<file path="src/hdl/phy_regs_pkg.sv">
// Purpose: constants for the paged phy register bank
// Assumes: 8-bit registers, one per aligned 32-bit ahb word
// Notes: indices are register numbers; byte address is index times four
package phy_regs_pkg;
  // ==================================================================
  // register indices and bus decode
  localparam logic [3:0] IDX_NODE = 4'h0;
  localparam logic [3:0] IDX_GAP = 4'h1;
  localparam logic [3:0] IDX_EXT = 4'h2;
  localparam logic [3:0] IDX_SPEED = 4'h3;
  localparam logic [3:0] IDX_LINK = 4'h4;
  localparam logic [3:0] IDX_IRQ = 4'h5;
  localparam logic [3:0] IDX_LEGACY = 4'h6;
  localparam logic [3:0] IDX_PAGE = 4'h7;
  localparam int IDX_LSB = 2;
  localparam int IDX_MSB = 5;
  localparam int PAGED_BIT = 3;
  localparam int ADDR_TOP_LSB = 6;
  localparam int MEM_DEPTH = 24;
  // ==================================================================
  // field positions (byte bit 7 is the leftmost bit of a register)
  localparam int RHB_BIT = 7;
  localparam int IBR_BIT = 6;
  localparam int GAP_MSB = 5;
  localparam int STANDBY_RESTORE_ALLOW_BIT = 4;
  localparam int LINK_ACTIVE_CONTROL_BIT = 7;
  localparam int CONT_BIT = 6;
  localparam int PWR_MSB = 2;
  localparam int SHORT_RESET_REQUEST_BIT = 6;
  localparam int BRIDGE_MSB = 3;
  localparam int BRIDGE_LSB = 2;
  localparam int PAGE_MSB = 7;
  localparam int PAGE_LSB = 5;
  localparam int PORT_MSB = 3;
  // ==================================================================
  // fixed field values and reset values
  localparam logic [5:0] GAP_RESET = 6'h3F;
  localparam logic [2:0] EXT_CODE = 3'h7;
  localparam logic [3:0] NUM_PORTS = 4'h3;
  localparam logic [2:0] SPEED_CODE = 3'h7;
  localparam logic [3:0] DELAY_CODE = 4'hF;
  localparam logic [2:0] JITTER_CODE = 3'h0;
  localparam logic [2:0] LEGACY_SPD = 3'h0;
  localparam logic [2:0] PAGE_ZERO = 3'h0;
  localparam logic [2:0] PAGE_ONE = 3'h1;
  localparam logic [2:0] PAGE_SEVEN = 3'h7;
  // ==================================================================
  // timing
  localparam int CLK_PERIOD_NS = 10;
  localparam int LONG_RESET_US = 166;
  localparam int LONG_RESET_CYC = (LONG_RESET_US * 1000) / CLK_PERIOD_NS;
endpackage : phy_regs_pkg

</file>
<file path="src/hdl/phy_paged_register_map.sv">
// Purpose: paged register bank of a three-port phy, reached over ahb-lite
// Assumes: all inputs synchronous to clk_in; single word transfers only
// Notes: every transfer takes one wait state so reads see prior writes
// Operation
// - sixteen registers selected by a four bit register index
// - indices 0 to 7 are fixed base registers, unaffected by page
// - indices 8 to F reach the selected one of eight pages
// - page select field of base register 7 chooses the page
// - base register field meanings never depend on the page
// - reserved registers and fields always read as zero
// - pages 2 through 6 read as zero everywhere
// - gap count is 3F on reset and after two bus resets unwritten
// - long reset request starts 166 us reset once idle; bus reset clears
// - root holdoff clears on hardware reset, survives bus reset
// - node address invalid from bus reset until self id done
//
// The implementer's own choice: the AHB-Lite interface to the registers.
`timescale 1ns/100ps
module phy_paged_register_map #(
  parameter int LONG_RESET_CYCLES = phy_regs_pkg::LONG_RESET_CYC
) (
  input wire logic clk_in,
  input wire logic srst_in,
  input wire logic hsel_in,
  input wire logic [31:0] haddr_in,
  input wire logic [1:0] htrans_in,
  input wire logic hwrite_in,
  input wire logic [2:0] hsize_in,
  input wire logic [31:0] hwdata_in,
  input wire logic hready_in,
  output logic hreadyout_out,
  output logic hresp_out,
  output logic [31:0] hrdata_out,
  input wire logic [5:0] node_address_in,
  input wire logic root_in,
  input wire logic cable_power_in,
  input wire logic beta_link_in,
  input wire logic bus_reset_in,
  input wire logic self_id_done_in,
  input wire logic config_gap_wr_in,
  input wire logic [5:0] config_gap_in,
  input wire logic xfer_idle_in,
  output logic [5:0] gap_count_out,
  output logic root_holdoff_flag_out,
  output logic long_reset_active_out,
  output logic short_reset_request_out,
  output logic node_address_valid_out,
  output logic link_active_control_out,
  output logic standby_restore_allow_out,
  output logic [2:0] page_select_out,
  output logic [3:0] port_select_out
);
  // ==================================================================
  // bus front end
  logic phase_ff;
  logic wr_ff;
  logic unmapped_ff;
  logic [3:0] idx_ff;
  logic ready_ff;
  logic [31:0] rdata_ff;
  logic take;
  logic wr_go;

  // a transfer is taken only when the bus is ready and htrans says nonseq or seq
  assign take = hsel_in & htrans_in[1] & hready_in;
  assign wr_go = phase_ff & wr_ff & ~unmapped_ff;

  // capture the address phase; hsize is always a word here
  always_ff @(posedge clk_in) begin
    if (srst_in) begin
      phase_ff <= 1'b0;
      wr_ff <= 1'b0;
      unmapped_ff <= 1'b0;
      idx_ff <= 4'h0;
    end else begin
      phase_ff <= take;
      if (take) begin
        wr_ff <= hwrite_in;
        idx_ff <= haddr_in[phy_regs_pkg::IDX_MSB:phy_regs_pkg::IDX_LSB];
        unmapped_ff <= |haddr_in[31:phy_regs_pkg::ADDR_TOP_LSB];
      end
    end
  end

  // one wait state: ready drops in the cycle after the address is taken
  always_ff @(posedge clk_in) begin
    if (srst_in) begin
      ready_ff <= 1'b1;
    end else begin
      ready_ff <= ~take;
    end
  end

  // ==================================================================
  // register state
  logic rhb_ff;
  logic ibr_ff;
  logic [5:0] gap_ff;
  logic gap_seen_ff;
  logic standby_restore_allow_ff;
  logic link_active_control_ff;
  logic cont_ff;
  logic [2:0] pwr_ff;
  logic [7:0] irq_ff;
  logic [1:0] bridge_ff;
  logic [2:0] page_ff;
  logic [3:0] port_ff;
  logic valid_ff;
  logic long_ff;
  logic [14:0] long_cnt_ff;
  logic [7:0] page_mem_ff [0:phy_regs_pkg::MEM_DEPTH-1];
  logic page_live;
  logic [1:0] slot;
  logic [4:0] mem_idx;
  logic gap_wr;

  // only pages 0, 1 and 7 hold storage; the rest are reserved
  always_comb begin
    page_live = 1'b1;
    slot = 2'd0;
    case (page_ff)
      phy_regs_pkg::PAGE_ZERO: slot = 2'd0;
      phy_regs_pkg::PAGE_ONE: slot = 2'd1;
      phy_regs_pkg::PAGE_SEVEN: slot = 2'd2;
      default: page_live = 1'b0;
    endcase
  end
  assign mem_idx = {slot, idx_ff[2:0]};

  assign gap_wr = wr_go & (idx_ff == phy_regs_pkg::IDX_GAP);

  // register 1: gap count, with the two-bus-reset fallback
  always_ff @(posedge clk_in) begin
    if (srst_in) begin
      gap_ff <= phy_regs_pkg::GAP_RESET;
      gap_seen_ff <= 1'b0;
    end else if (gap_wr) begin
      gap_ff <= hwdata_in[phy_regs_pkg::GAP_MSB:0];
      gap_seen_ff <= 1'b0;
    end else if (config_gap_wr_in) begin
      gap_ff <= config_gap_in;
      gap_seen_ff <= 1'b0;
    end else if (bus_reset_in) begin
      // second unwritten bus reset falls back to the slowest gap
      if (gap_seen_ff) begin
        gap_ff <= phy_regs_pkg::GAP_RESET;
      end
      gap_seen_ff <= 1'b1;
    end
  end

  // root holdoff: apart from register 1 writes, only hardware reset clears it
  always_ff @(posedge clk_in) begin
    if (srst_in) begin
      rhb_ff <= 1'b0;
    end else if (gap_wr) begin
      rhb_ff <= hwdata_in[phy_regs_pkg::RHB_BIT];
    end
  end

  // long reset request and its 166 us timer; bus reset beats a write
  always_ff @(posedge clk_in) begin
    if (srst_in) begin
      ibr_ff <= 1'b0;
      long_ff <= 1'b0;
      long_cnt_ff <= 15'h0000;
    end else begin
      if (bus_reset_in) begin
        ibr_ff <= 1'b0;
      end else if (gap_wr) begin
        ibr_ff <= hwdata_in[phy_regs_pkg::IBR_BIT];
      end else if (ibr_ff & xfer_idle_in & ~long_ff) begin
        ibr_ff <= 1'b0;
      end
      if (ibr_ff & xfer_idle_in & ~long_ff & ~bus_reset_in) begin
        long_ff <= 1'b1;
        long_cnt_ff <= 15'(LONG_RESET_CYCLES - 1);
      end else if (long_ff) begin
        if (long_cnt_ff == 15'h0000) begin
          long_ff <= 1'b0;
        end else begin
          long_cnt_ff <= long_cnt_ff - 15'h0001;
        end
      end
    end
  end

  // node address is untrusted from bus reset until self id completes
  always_ff @(posedge clk_in) begin
    if (srst_in) begin
      valid_ff <= 1'b0;
    end else if (self_id_done_in) begin
      valid_ff <= 1'b1;
    end else if (bus_reset_in) begin
      valid_ff <= 1'b0;
    end
  end

  // registers 3, 4 and 6: writable bits only; constants stay constant
  always_ff @(posedge clk_in) begin
    if (srst_in) begin
      standby_restore_allow_ff <= 1'b0;
      link_active_control_ff <= 1'b0;
      cont_ff <= 1'b0;
      pwr_ff <= 3'h0;
      bridge_ff <= 2'h0;
    end else if (wr_go) begin
      case (idx_ff)
        phy_regs_pkg::IDX_SPEED: standby_restore_allow_ff <= hwdata_in[phy_regs_pkg::STANDBY_RESTORE_ALLOW_BIT];
        phy_regs_pkg::IDX_LINK: begin
          link_active_control_ff <= hwdata_in[phy_regs_pkg::LINK_ACTIVE_CONTROL_BIT];
          cont_ff <= hwdata_in[phy_regs_pkg::CONT_BIT];
          pwr_ff <= hwdata_in[phy_regs_pkg::PWR_MSB:0];
        end
        phy_regs_pkg::IDX_LEGACY: begin
          bridge_ff <= hwdata_in[phy_regs_pkg::BRIDGE_MSB:phy_regs_pkg::BRIDGE_LSB];
        end
        default: ;
      endcase
    end
  end

  // register 5: enables; short reset request also drops on bus reset
  always_ff @(posedge clk_in) begin
    if (srst_in) begin
      irq_ff <= 8'h00;
    end else if (wr_go & (idx_ff == phy_regs_pkg::IDX_IRQ)) begin
      irq_ff <= hwdata_in[7:0];
    end else if (bus_reset_in) begin
      irq_ff[phy_regs_pkg::SHORT_RESET_REQUEST_BIT] <= 1'b0;
    end
  end

  // register 7: page and port select, reserved bit dropped
  always_ff @(posedge clk_in) begin
    if (srst_in) begin
      page_ff <= 3'h0;
      port_ff <= 4'h0;
    end else if (wr_go & (idx_ff == phy_regs_pkg::IDX_PAGE)) begin
      page_ff <= hwdata_in[phy_regs_pkg::PAGE_MSB:phy_regs_pkg::PAGE_LSB];
      port_ff <= hwdata_in[phy_regs_pkg::PORT_MSB:0];
    end
  end

  // paged storage; writes to reserved pages are dropped
  always_ff @(posedge clk_in) begin
    if (srst_in) begin
      for (int i = 0; i < phy_regs_pkg::MEM_DEPTH; i++) begin
        page_mem_ff[i] <= 8'h00;
      end
    end else if (wr_go & idx_ff[phy_regs_pkg::PAGED_BIT] & page_live) begin
      page_mem_ff[mem_idx] <= hwdata_in[7:0];
    end
  end

  // ==================================================================
  // read path
  logic [7:0] rd_byte;

  // base bytes ignore the page setting entirely
  always_comb begin
    rd_byte = 8'h00;
    if (idx_ff[phy_regs_pkg::PAGED_BIT]) begin
      rd_byte = page_live ? page_mem_ff[mem_idx] : 8'h00;
    end else begin
      case (idx_ff)
        phy_regs_pkg::IDX_NODE: rd_byte = {node_address_in, root_in, cable_power_in};
        phy_regs_pkg::IDX_GAP: rd_byte = {rhb_ff, ibr_ff, gap_ff};
        phy_regs_pkg::IDX_EXT: rd_byte = {phy_regs_pkg::EXT_CODE, 1'b0, phy_regs_pkg::NUM_PORTS};
        phy_regs_pkg::IDX_SPEED: begin
          rd_byte = {phy_regs_pkg::SPEED_CODE, standby_restore_allow_ff, phy_regs_pkg::DELAY_CODE};
        end
        phy_regs_pkg::IDX_LINK: begin
          rd_byte = {link_active_control_ff, cont_ff, phy_regs_pkg::JITTER_CODE, pwr_ff};
        end
        phy_regs_pkg::IDX_IRQ: rd_byte = irq_ff;
        phy_regs_pkg::IDX_LEGACY: begin
          rd_byte = {phy_regs_pkg::LEGACY_SPD, beta_link_in, bridge_ff, 2'b00};
        end
        phy_regs_pkg::IDX_PAGE: rd_byte = {page_ff, 1'b0, port_ff};
        default: rd_byte = 8'h00;
      endcase
    end
  end

  // read data is loaded in the wait cycle; upper bits and holes read zero
  always_ff @(posedge clk_in) begin
    if (srst_in) begin
      rdata_ff <= 32'h0000_0000;
    end else if (phase_ff) begin
      rdata_ff <= (wr_ff | unmapped_ff) ? 32'h0000_0000 : {24'h00_0000, rd_byte};
    end
  end

  // ==================================================================
  // outputs
  assign hreadyout_out = ready_ff;
  assign hresp_out = 1'b0;
  assign hrdata_out = rdata_ff;
  assign gap_count_out = gap_ff;
  assign root_holdoff_flag_out = rhb_ff;
  assign long_reset_active_out = long_ff;
  assign short_reset_request_out = irq_ff[phy_regs_pkg::SHORT_RESET_REQUEST_BIT];
  assign node_address_valid_out = valid_ff;
  assign link_active_control_out = link_active_control_ff;
  assign standby_restore_allow_out = standby_restore_allow_ff;
  assign page_select_out = page_ff;
  assign port_select_out = port_ff;
endmodule // phy_paged_register_map

</file>
<file path="config.mk">
export PLATFORM = sky130hd
export DESIGN_NAME = phy_paged_register_map
export DESIGN_NICKNAME = d
export VERILOG_FILES = /design/src/hdl/phy_regs_pkg.sv /design/src/hdl/phy_paged_register_map.sv
export SDC_FILE = /design/constraint.sdc
export NUM_CORES = 1
export LEC_CHECK = 0
export BUFFER_PORTS_ARGS = -buffer_cell sky130_fd_sc_hd__buf_4
export CAP_MARGIN = 5
export CORE_ASPECT_RATIO = 0.9
export CORE_UTILIZATION = 40
export CTS_CLUSTER_DIAMETER = 200
export CTS_CLUSTER_SIZE = 40
export DETAILED_ROUTE_END_ITERATION = 8
export HOLD_SLACK_MARGIN = 0.06
export PLACE_DENSITY = 0.58
export SKIP_CTS_REPAIR_TIMING = 1
export SYNTH_ARGS = -nofsm -noshare
export SYNTH_HDL_FRONTEND = slang
export SYNTH_SLANG_ARGS = --single-unit
</file>
<file path="constraint.sdc">
create_clock -name clk_in -period 2.2 [get_ports clk_in]
set_input_delay 0.22 -clock clk_in [delete_from_list [all_inputs] [get_ports clk_in]]
set_output_delay 0.22 -clock clk_in [all_outputs]
set_load 0.01 [all_outputs]
</file>
After elaboration in Yosys (flattened, before gate mapping)
Memory sizes are Yosys's and may differ from the RTL's.
Index checks and enable logic that the tools add are counted.
{"block": "op_classes", "add_sub_neg": 1, "n_eq_ne": 10, "n_mux": 29, "n_bitwise": 18, "n_reduce_logical": 21}
{"cell": "$pmux 8 s8", "count": 1}
{"cell": "$mux 15", "count": 3}
{"cell": "$mux 8", "count": 4}
{"cell": "$reduce_or 26->1", "count": 1}
{"cell": "$mux 6", "count": 4}
{"cell": "$eq 4x3->1 const B", "count": 4}
{"cell": "$logic_not 15->1", "count": 1}
{"cell": "$mux 1", "count": 15}
{"cell": "$sub 15x1->15 const B", "count": 1}
{"cell": "$and 1x1->1", "count": 12}
{"cell": "$reduce_and 2->1", "count": 6}
{"cell": "$eq 4x2->1 const B", "count": 2}
{"cell": "$reduce_bool 2->1", "count": 4}
{"cell": "$reduce_or 8->1", "count": 1}
{"cell": "$reduce_bool 3->1", "count": 2}
{"cell": "$reduce_or 3->1", "count": 2}
{"cell": "$mux 5", "count": 1}
{"cell": "$not 1->1", "count": 5}
{"cell": "$eq 4x1->1 const B", "count": 1}
{"cell": "$logic_not 4->1", "count": 1}
{"cell": "$pmux 2 s2", "count": 1}
{"cell": "$reduce_or 2->1", "count": 2}
{"cell": "$eq 3x1->1 const B", "count": 1}
{"cell": "$eq 3x3->1 const B", "count": 1}
{"cell": "other kinds (3)", "count": 3}
{"block": "word_totals", "ff_bits": 89, "ram_bits": 192, "in_bits": 93, "output_inout_bits": 53, "word_cells": 103, "memories": 1}
{"memory": "page_mem_ff", "words": 24, "width": 8, "read_ports": 1, "rd_ports_with_merged_regs": 0, "wr": 24, "line_no": "phy_paged_register_map.sv:111", "rtl": "logic [7:0] page_mem_ff [0:phy_regs_pkg::MEM_DEPTH-1];"}

Depth between registers and ports, before layout
{"block": "depth", "ltp_word": 9, "ltp_mapped": 9, "ltp_nobuf": 7}

Worst setup path before layout
OpenSTA, ideal clock, no wires.
{"block": "synth_timing", "kind": "reg2reg", "from": "reg page_ff[2], in the netlist page_select_out[2]", "to": "mem page_mem_ff[4][0] (enable)", "setup_ns": 0.384, "arrival_time_ns": 1.903, "t_required_ns": 1.816, "setup_slack_ns": -0.087, "path_stages_with_launch": 6, "n_path_buf": 1, "synth_period_minus_slack_ns": 2.287, "cell_sequence": "dfxtp_1 -> buf_2 -> or3b_1 -> nor3_1 -> nand2_1 -> o21ai_0"}
{"item": "from (decl)", "line_no": "phy_paged_register_map.sv:106", "rtl": "logic [2:0] page_ff;"}
{"item": "from (signal assigned)", "line_no": "phy_paged_register_map.sv:240", "rtl": "page_ff <= hwdata_in[phy_regs_pkg::PAGE_MSB:phy_regs_pkg::PAGE_LSB];"}
{"item": "to (decl)", "line_no": "phy_paged_register_map.sv:111"}

==> parameters.txt <==
Parameter                              Value

Placed design
  IO Port Bufs ... 90
  Detailed Place HPWL ... 22.5 mm
  Last weighted congestion value of the routability-driven placer ... 0.803
  Pre-CTS setup slack ... around 21 ps
  Post-DP Area ... roughly 14000 um^2

Pwr
  Worst ir drop on vdd ... slightly below 0.5 mV
  Overall power consumption ... 0.00878 W
  Total power per unit cell area ... about 600 nW/um^2
  Leakage ... roughly 5.4 nW

STA
  Unrepaired setup endpoints after global routing ... no
  Number of max-slew violations in the final report ... 0
  Max Fclk ... 0.466 GHz
  Relative slew margins ... 53.1%
  Minimum hold slack ... 88.6 ps
  Slew of the pin with the lowest slew margin ... about 700 ps
  Post-layout minimum cycle time ... 2150 ps
  Post-Route Skew ... 31.1 ps
  Final worst setup slack ... 54.1 ps
  Final Hold Viols ... 0
  Share of the clock period used by the worst path ... 97.5%
  Final count of negative-setup-slack endpoints ... 0

Global route
  Pin count of the biggest net entering global routing ... 42
  Total grt overflow ... 0
  Number of global-route vias before repair ... 8220
  Global-route wire length before repair ... around 50 mm
  Number of antenna violations at the first check in global routing ... 0
  Tot GR Track Use ... 20.2%

Synthesis
  Prevailing post-synth register cell ... edfxtp_1
  EDFF count, synth ... 200
  Mean instance size in the synthesized netlist ... 12.1 um^2
  Gate Count Post-Synth ... 1055
  Total of flip-flops plus latches after synthesis ... 265
  Number of synthesis warnings ... 0
  Number of distinct standard cells referenced by the synthesized netlist ... 64
  Sequential area share after synthesis ... 57.4%
  Fraction of synthesis flops using an asynchronous set or reset pin ... 0%
  Cell area after synthesis ... ~13000 um^2

Floorplanning
  Die boundary height ... 171 um
  Number of top-level pins ... 146
  Std-Cell Core Area ... 31100 um^2
  Number of rows created at floorplan ... 61
  Overall die area ... about 33000 um^2
  Width of the die ... 190 um
  Initial Util ... 41.0%

Drt
  Final wirelength ... ~33 mm
  Wire length per cell after detailed routing ... 20.3 um
  Vias post-DR ... 8512
  First-pass DRT Iterations ... 7
  Number of nets still failing antenna checks after routing ... 0
  Drt drc ... 0
  Via-to-Cell Ratio ... about 5.3
  DR iter-0 viols ... 722

Critical path
  Slowest Stage Delay on Critical Path ... between 400 and 500 ps
  Critical path startpoint category ... flip-flop
  Sum of buffers and inverters on the critical path ... 1
  Arrival time of data at the critical path endpoint ... 2520 ps
  Data required time of the critical path ... ~2600 ps
  Series of cell instances along the critical path ... buf_12 > and4bb_2 > nand2_1 > nor2_1 > and2_1
  Crit-path leading delay family ... simple AND/OR/NAND/NOR gates
  Kind of end point of the critical path ... flip-flop
  Standard cell with the maximum stage delay on the critical path ... nor2_1
  Category of the most critical setup path ... flip-flop to flip-flop
  Largest fanout of any net on the critical path ... 23

Clock network
  Maximum count of clock buffers along a single path ... 3
  Total clock buffers created by CTS ... 10
  Clock latency at the later pin of the worst-skew pair ... about 500 ps
  H-tree Lvls ... 1
  Clock tree from TritonCTS ... built
  Clock sink count ... 265
  Post-CTS clock slew at the launch and capture registers of the worst setup and hold paths ... 150 ps
  CTS root buffer ... clkbuf_16

Job
  Total of max-cap violations ... 0

Layout
  Nets ... ~1300
  Number of antenna cells inserted ... 0
  Share of cells above drive strength 1 ... 19.3%
  End-of-flow core utilization ... 47.2%
  Final Instance Area ... 14600 um^2
  Filler Cells Inserted ... 2818
  Layout area overhead ... 15.1%

Run status
  Outcome ... completed

Worst hold path
  Worst hold-check path type ... primary input to flip-flop
[registers in the layout (all words and copies together), names as in the netlist, 2 cells and up]
register and count:
bridge_ff 2, gap_count_out 6, hrdata_out 8, idx_ff 4
irq_ff 8, long_cnt_ff 15, page_mem_ff 200, page_select_out 3
port_select_out 4, pwr_ff 3
[cells by family (layout without fill, tap and decap cells)]
| logic type | after synthesis | after routing | share of synthesized area, % |
|---|---|---|---|
| compound gates | 131 | 131 | 6.44 |
| xor+xnor | 11 | 11 | 0.757 |
| fa+ha+maj | 1 | 1 | 0.0983 |
| buf+inv | 102 | 214 | 4.72 |
| flops | 265 | 265 | 57.4 |
| simple gates | 431 | 431 | 18.6 |
| other cells | 1 | 33 | 0.0295 |
| mux | 113 | 113 | 11.9 |
[Yosys cell counts (12+ instances only)]
cell	count	share of area [%]
buf_2	19	0.75
mux4_2	20	3.5
o21ai_0	42	1.7
nor4_1	12	0.59
nand3_1	22	0.87
and2_1	193	9.5
clkbuf_1	29	0.86
buf_4	35	2.1
a22oi_1	12	0.71
nand2_1	57	1.7
edfxtp_1	200	47
nor2_1	85	2.5
a21oi_1	36	1.4
dfxtp_1	65	10
mux2i_1	81	6.4
[path summary, 6_finish.rpt]
| path | start | to | slack (ps) | depth (start not counted) |
|---|---|---|---|---|
| worst max register to register | idx_ff[1] | page_mem_ff[5][1] | 50 | 5 |
| worst max-delay path | idx_ff[1] | page_mem_ff[5][1] | 50 | 5 |
| worst min-delay path | config_gap_in[1] | gap_count_out[1] | 90 | 4 |
| worst min register to register | long_cnt_ff[14] | long_cnt_ff[14] | 490 | 2 |
[layout by cell type (no fill, tap or decap), drive strengths merged, types with 3 or more instances in the layout]
master,Yosys,final
edfxtp,200,200
and2,193,193
buf,61,181
nor2,86,86
mux2i,81,81
dfxtp,65,65
nand2,57,57
o21ai,45,45
a21oi,36,36
conb,1,33
mux4,28,28
nand3,23,23
clkbuf,32,13
nor4,12,12
a22oi,12,12
nand2b,12,12
dlygate4sd3,0,10
xor2,9,9
a211oi,9,9
nor2b,8,8
inv,7,8
nand3b,7,7
and3,6,6
nor3,6,6
a221oi,6,6
nand4,5,5
mux2,4,4
o22ai,3,3
a31oi,3,3
a2111oi,3,3
[layer usage]
layer	global-route usage (%)	wire length, um	vias to the layer above
li1	-	-	4022
met4	3.09	399	0
met2	33.5	15400	245
met3	1.80	1610	20
met1	29.1	15300	4225
met5	0	0	-
[tightest hold or removal path: cells and delay by family]
kind                   cells  cell delay (ps)
buffers and inverters      1               80
AO/OA/AOI/OAI              1              120
multiplexers               1               60
AND/OR/NAND/NOR            1               90
[layout make-up]
cell class / count / area [um^2] / share of cell area, %
clock buffers: 13 / 283 / 1.93
clock inverters: 1 / 16.3 / 0.111
inverters: 9 / 33.8 / 0.231
multi-input cells: 720 / 4970 / 33.9
flip-flops and latches: 265 / 7310 / 49.9
well taps: 409 / 512 / 3.49
repair buffers: 191 / 1520 / 10.4
[stage by stage]
| stage | std cells | setup TNS [ps] |
|---|---|---|
| 6_report | 1608 | 0 |
| 5_1_grt | 1608 | 0 |
| 4_1_cts | 1597 | -9.23 |
| 3_5_place_dp | 1583 | 0 |
| 3_3_place_gp | 1583 | 0 |
| 2_1_floorplan | 1087 | -4020 |
[power breakdown]
part / switching (W) / leakage [nW] / internal (W)
Sequential: 0.0000598 / 2.53 / 0.00552
Combinational: 0.000440 / 2.76 / 0.000311
Clock: 0.00151 / 0.145 / 0.000942
Total: 0.00201 / 5.44 / 0.00677
Note: power is estimated with default switching activity, not from simulation.
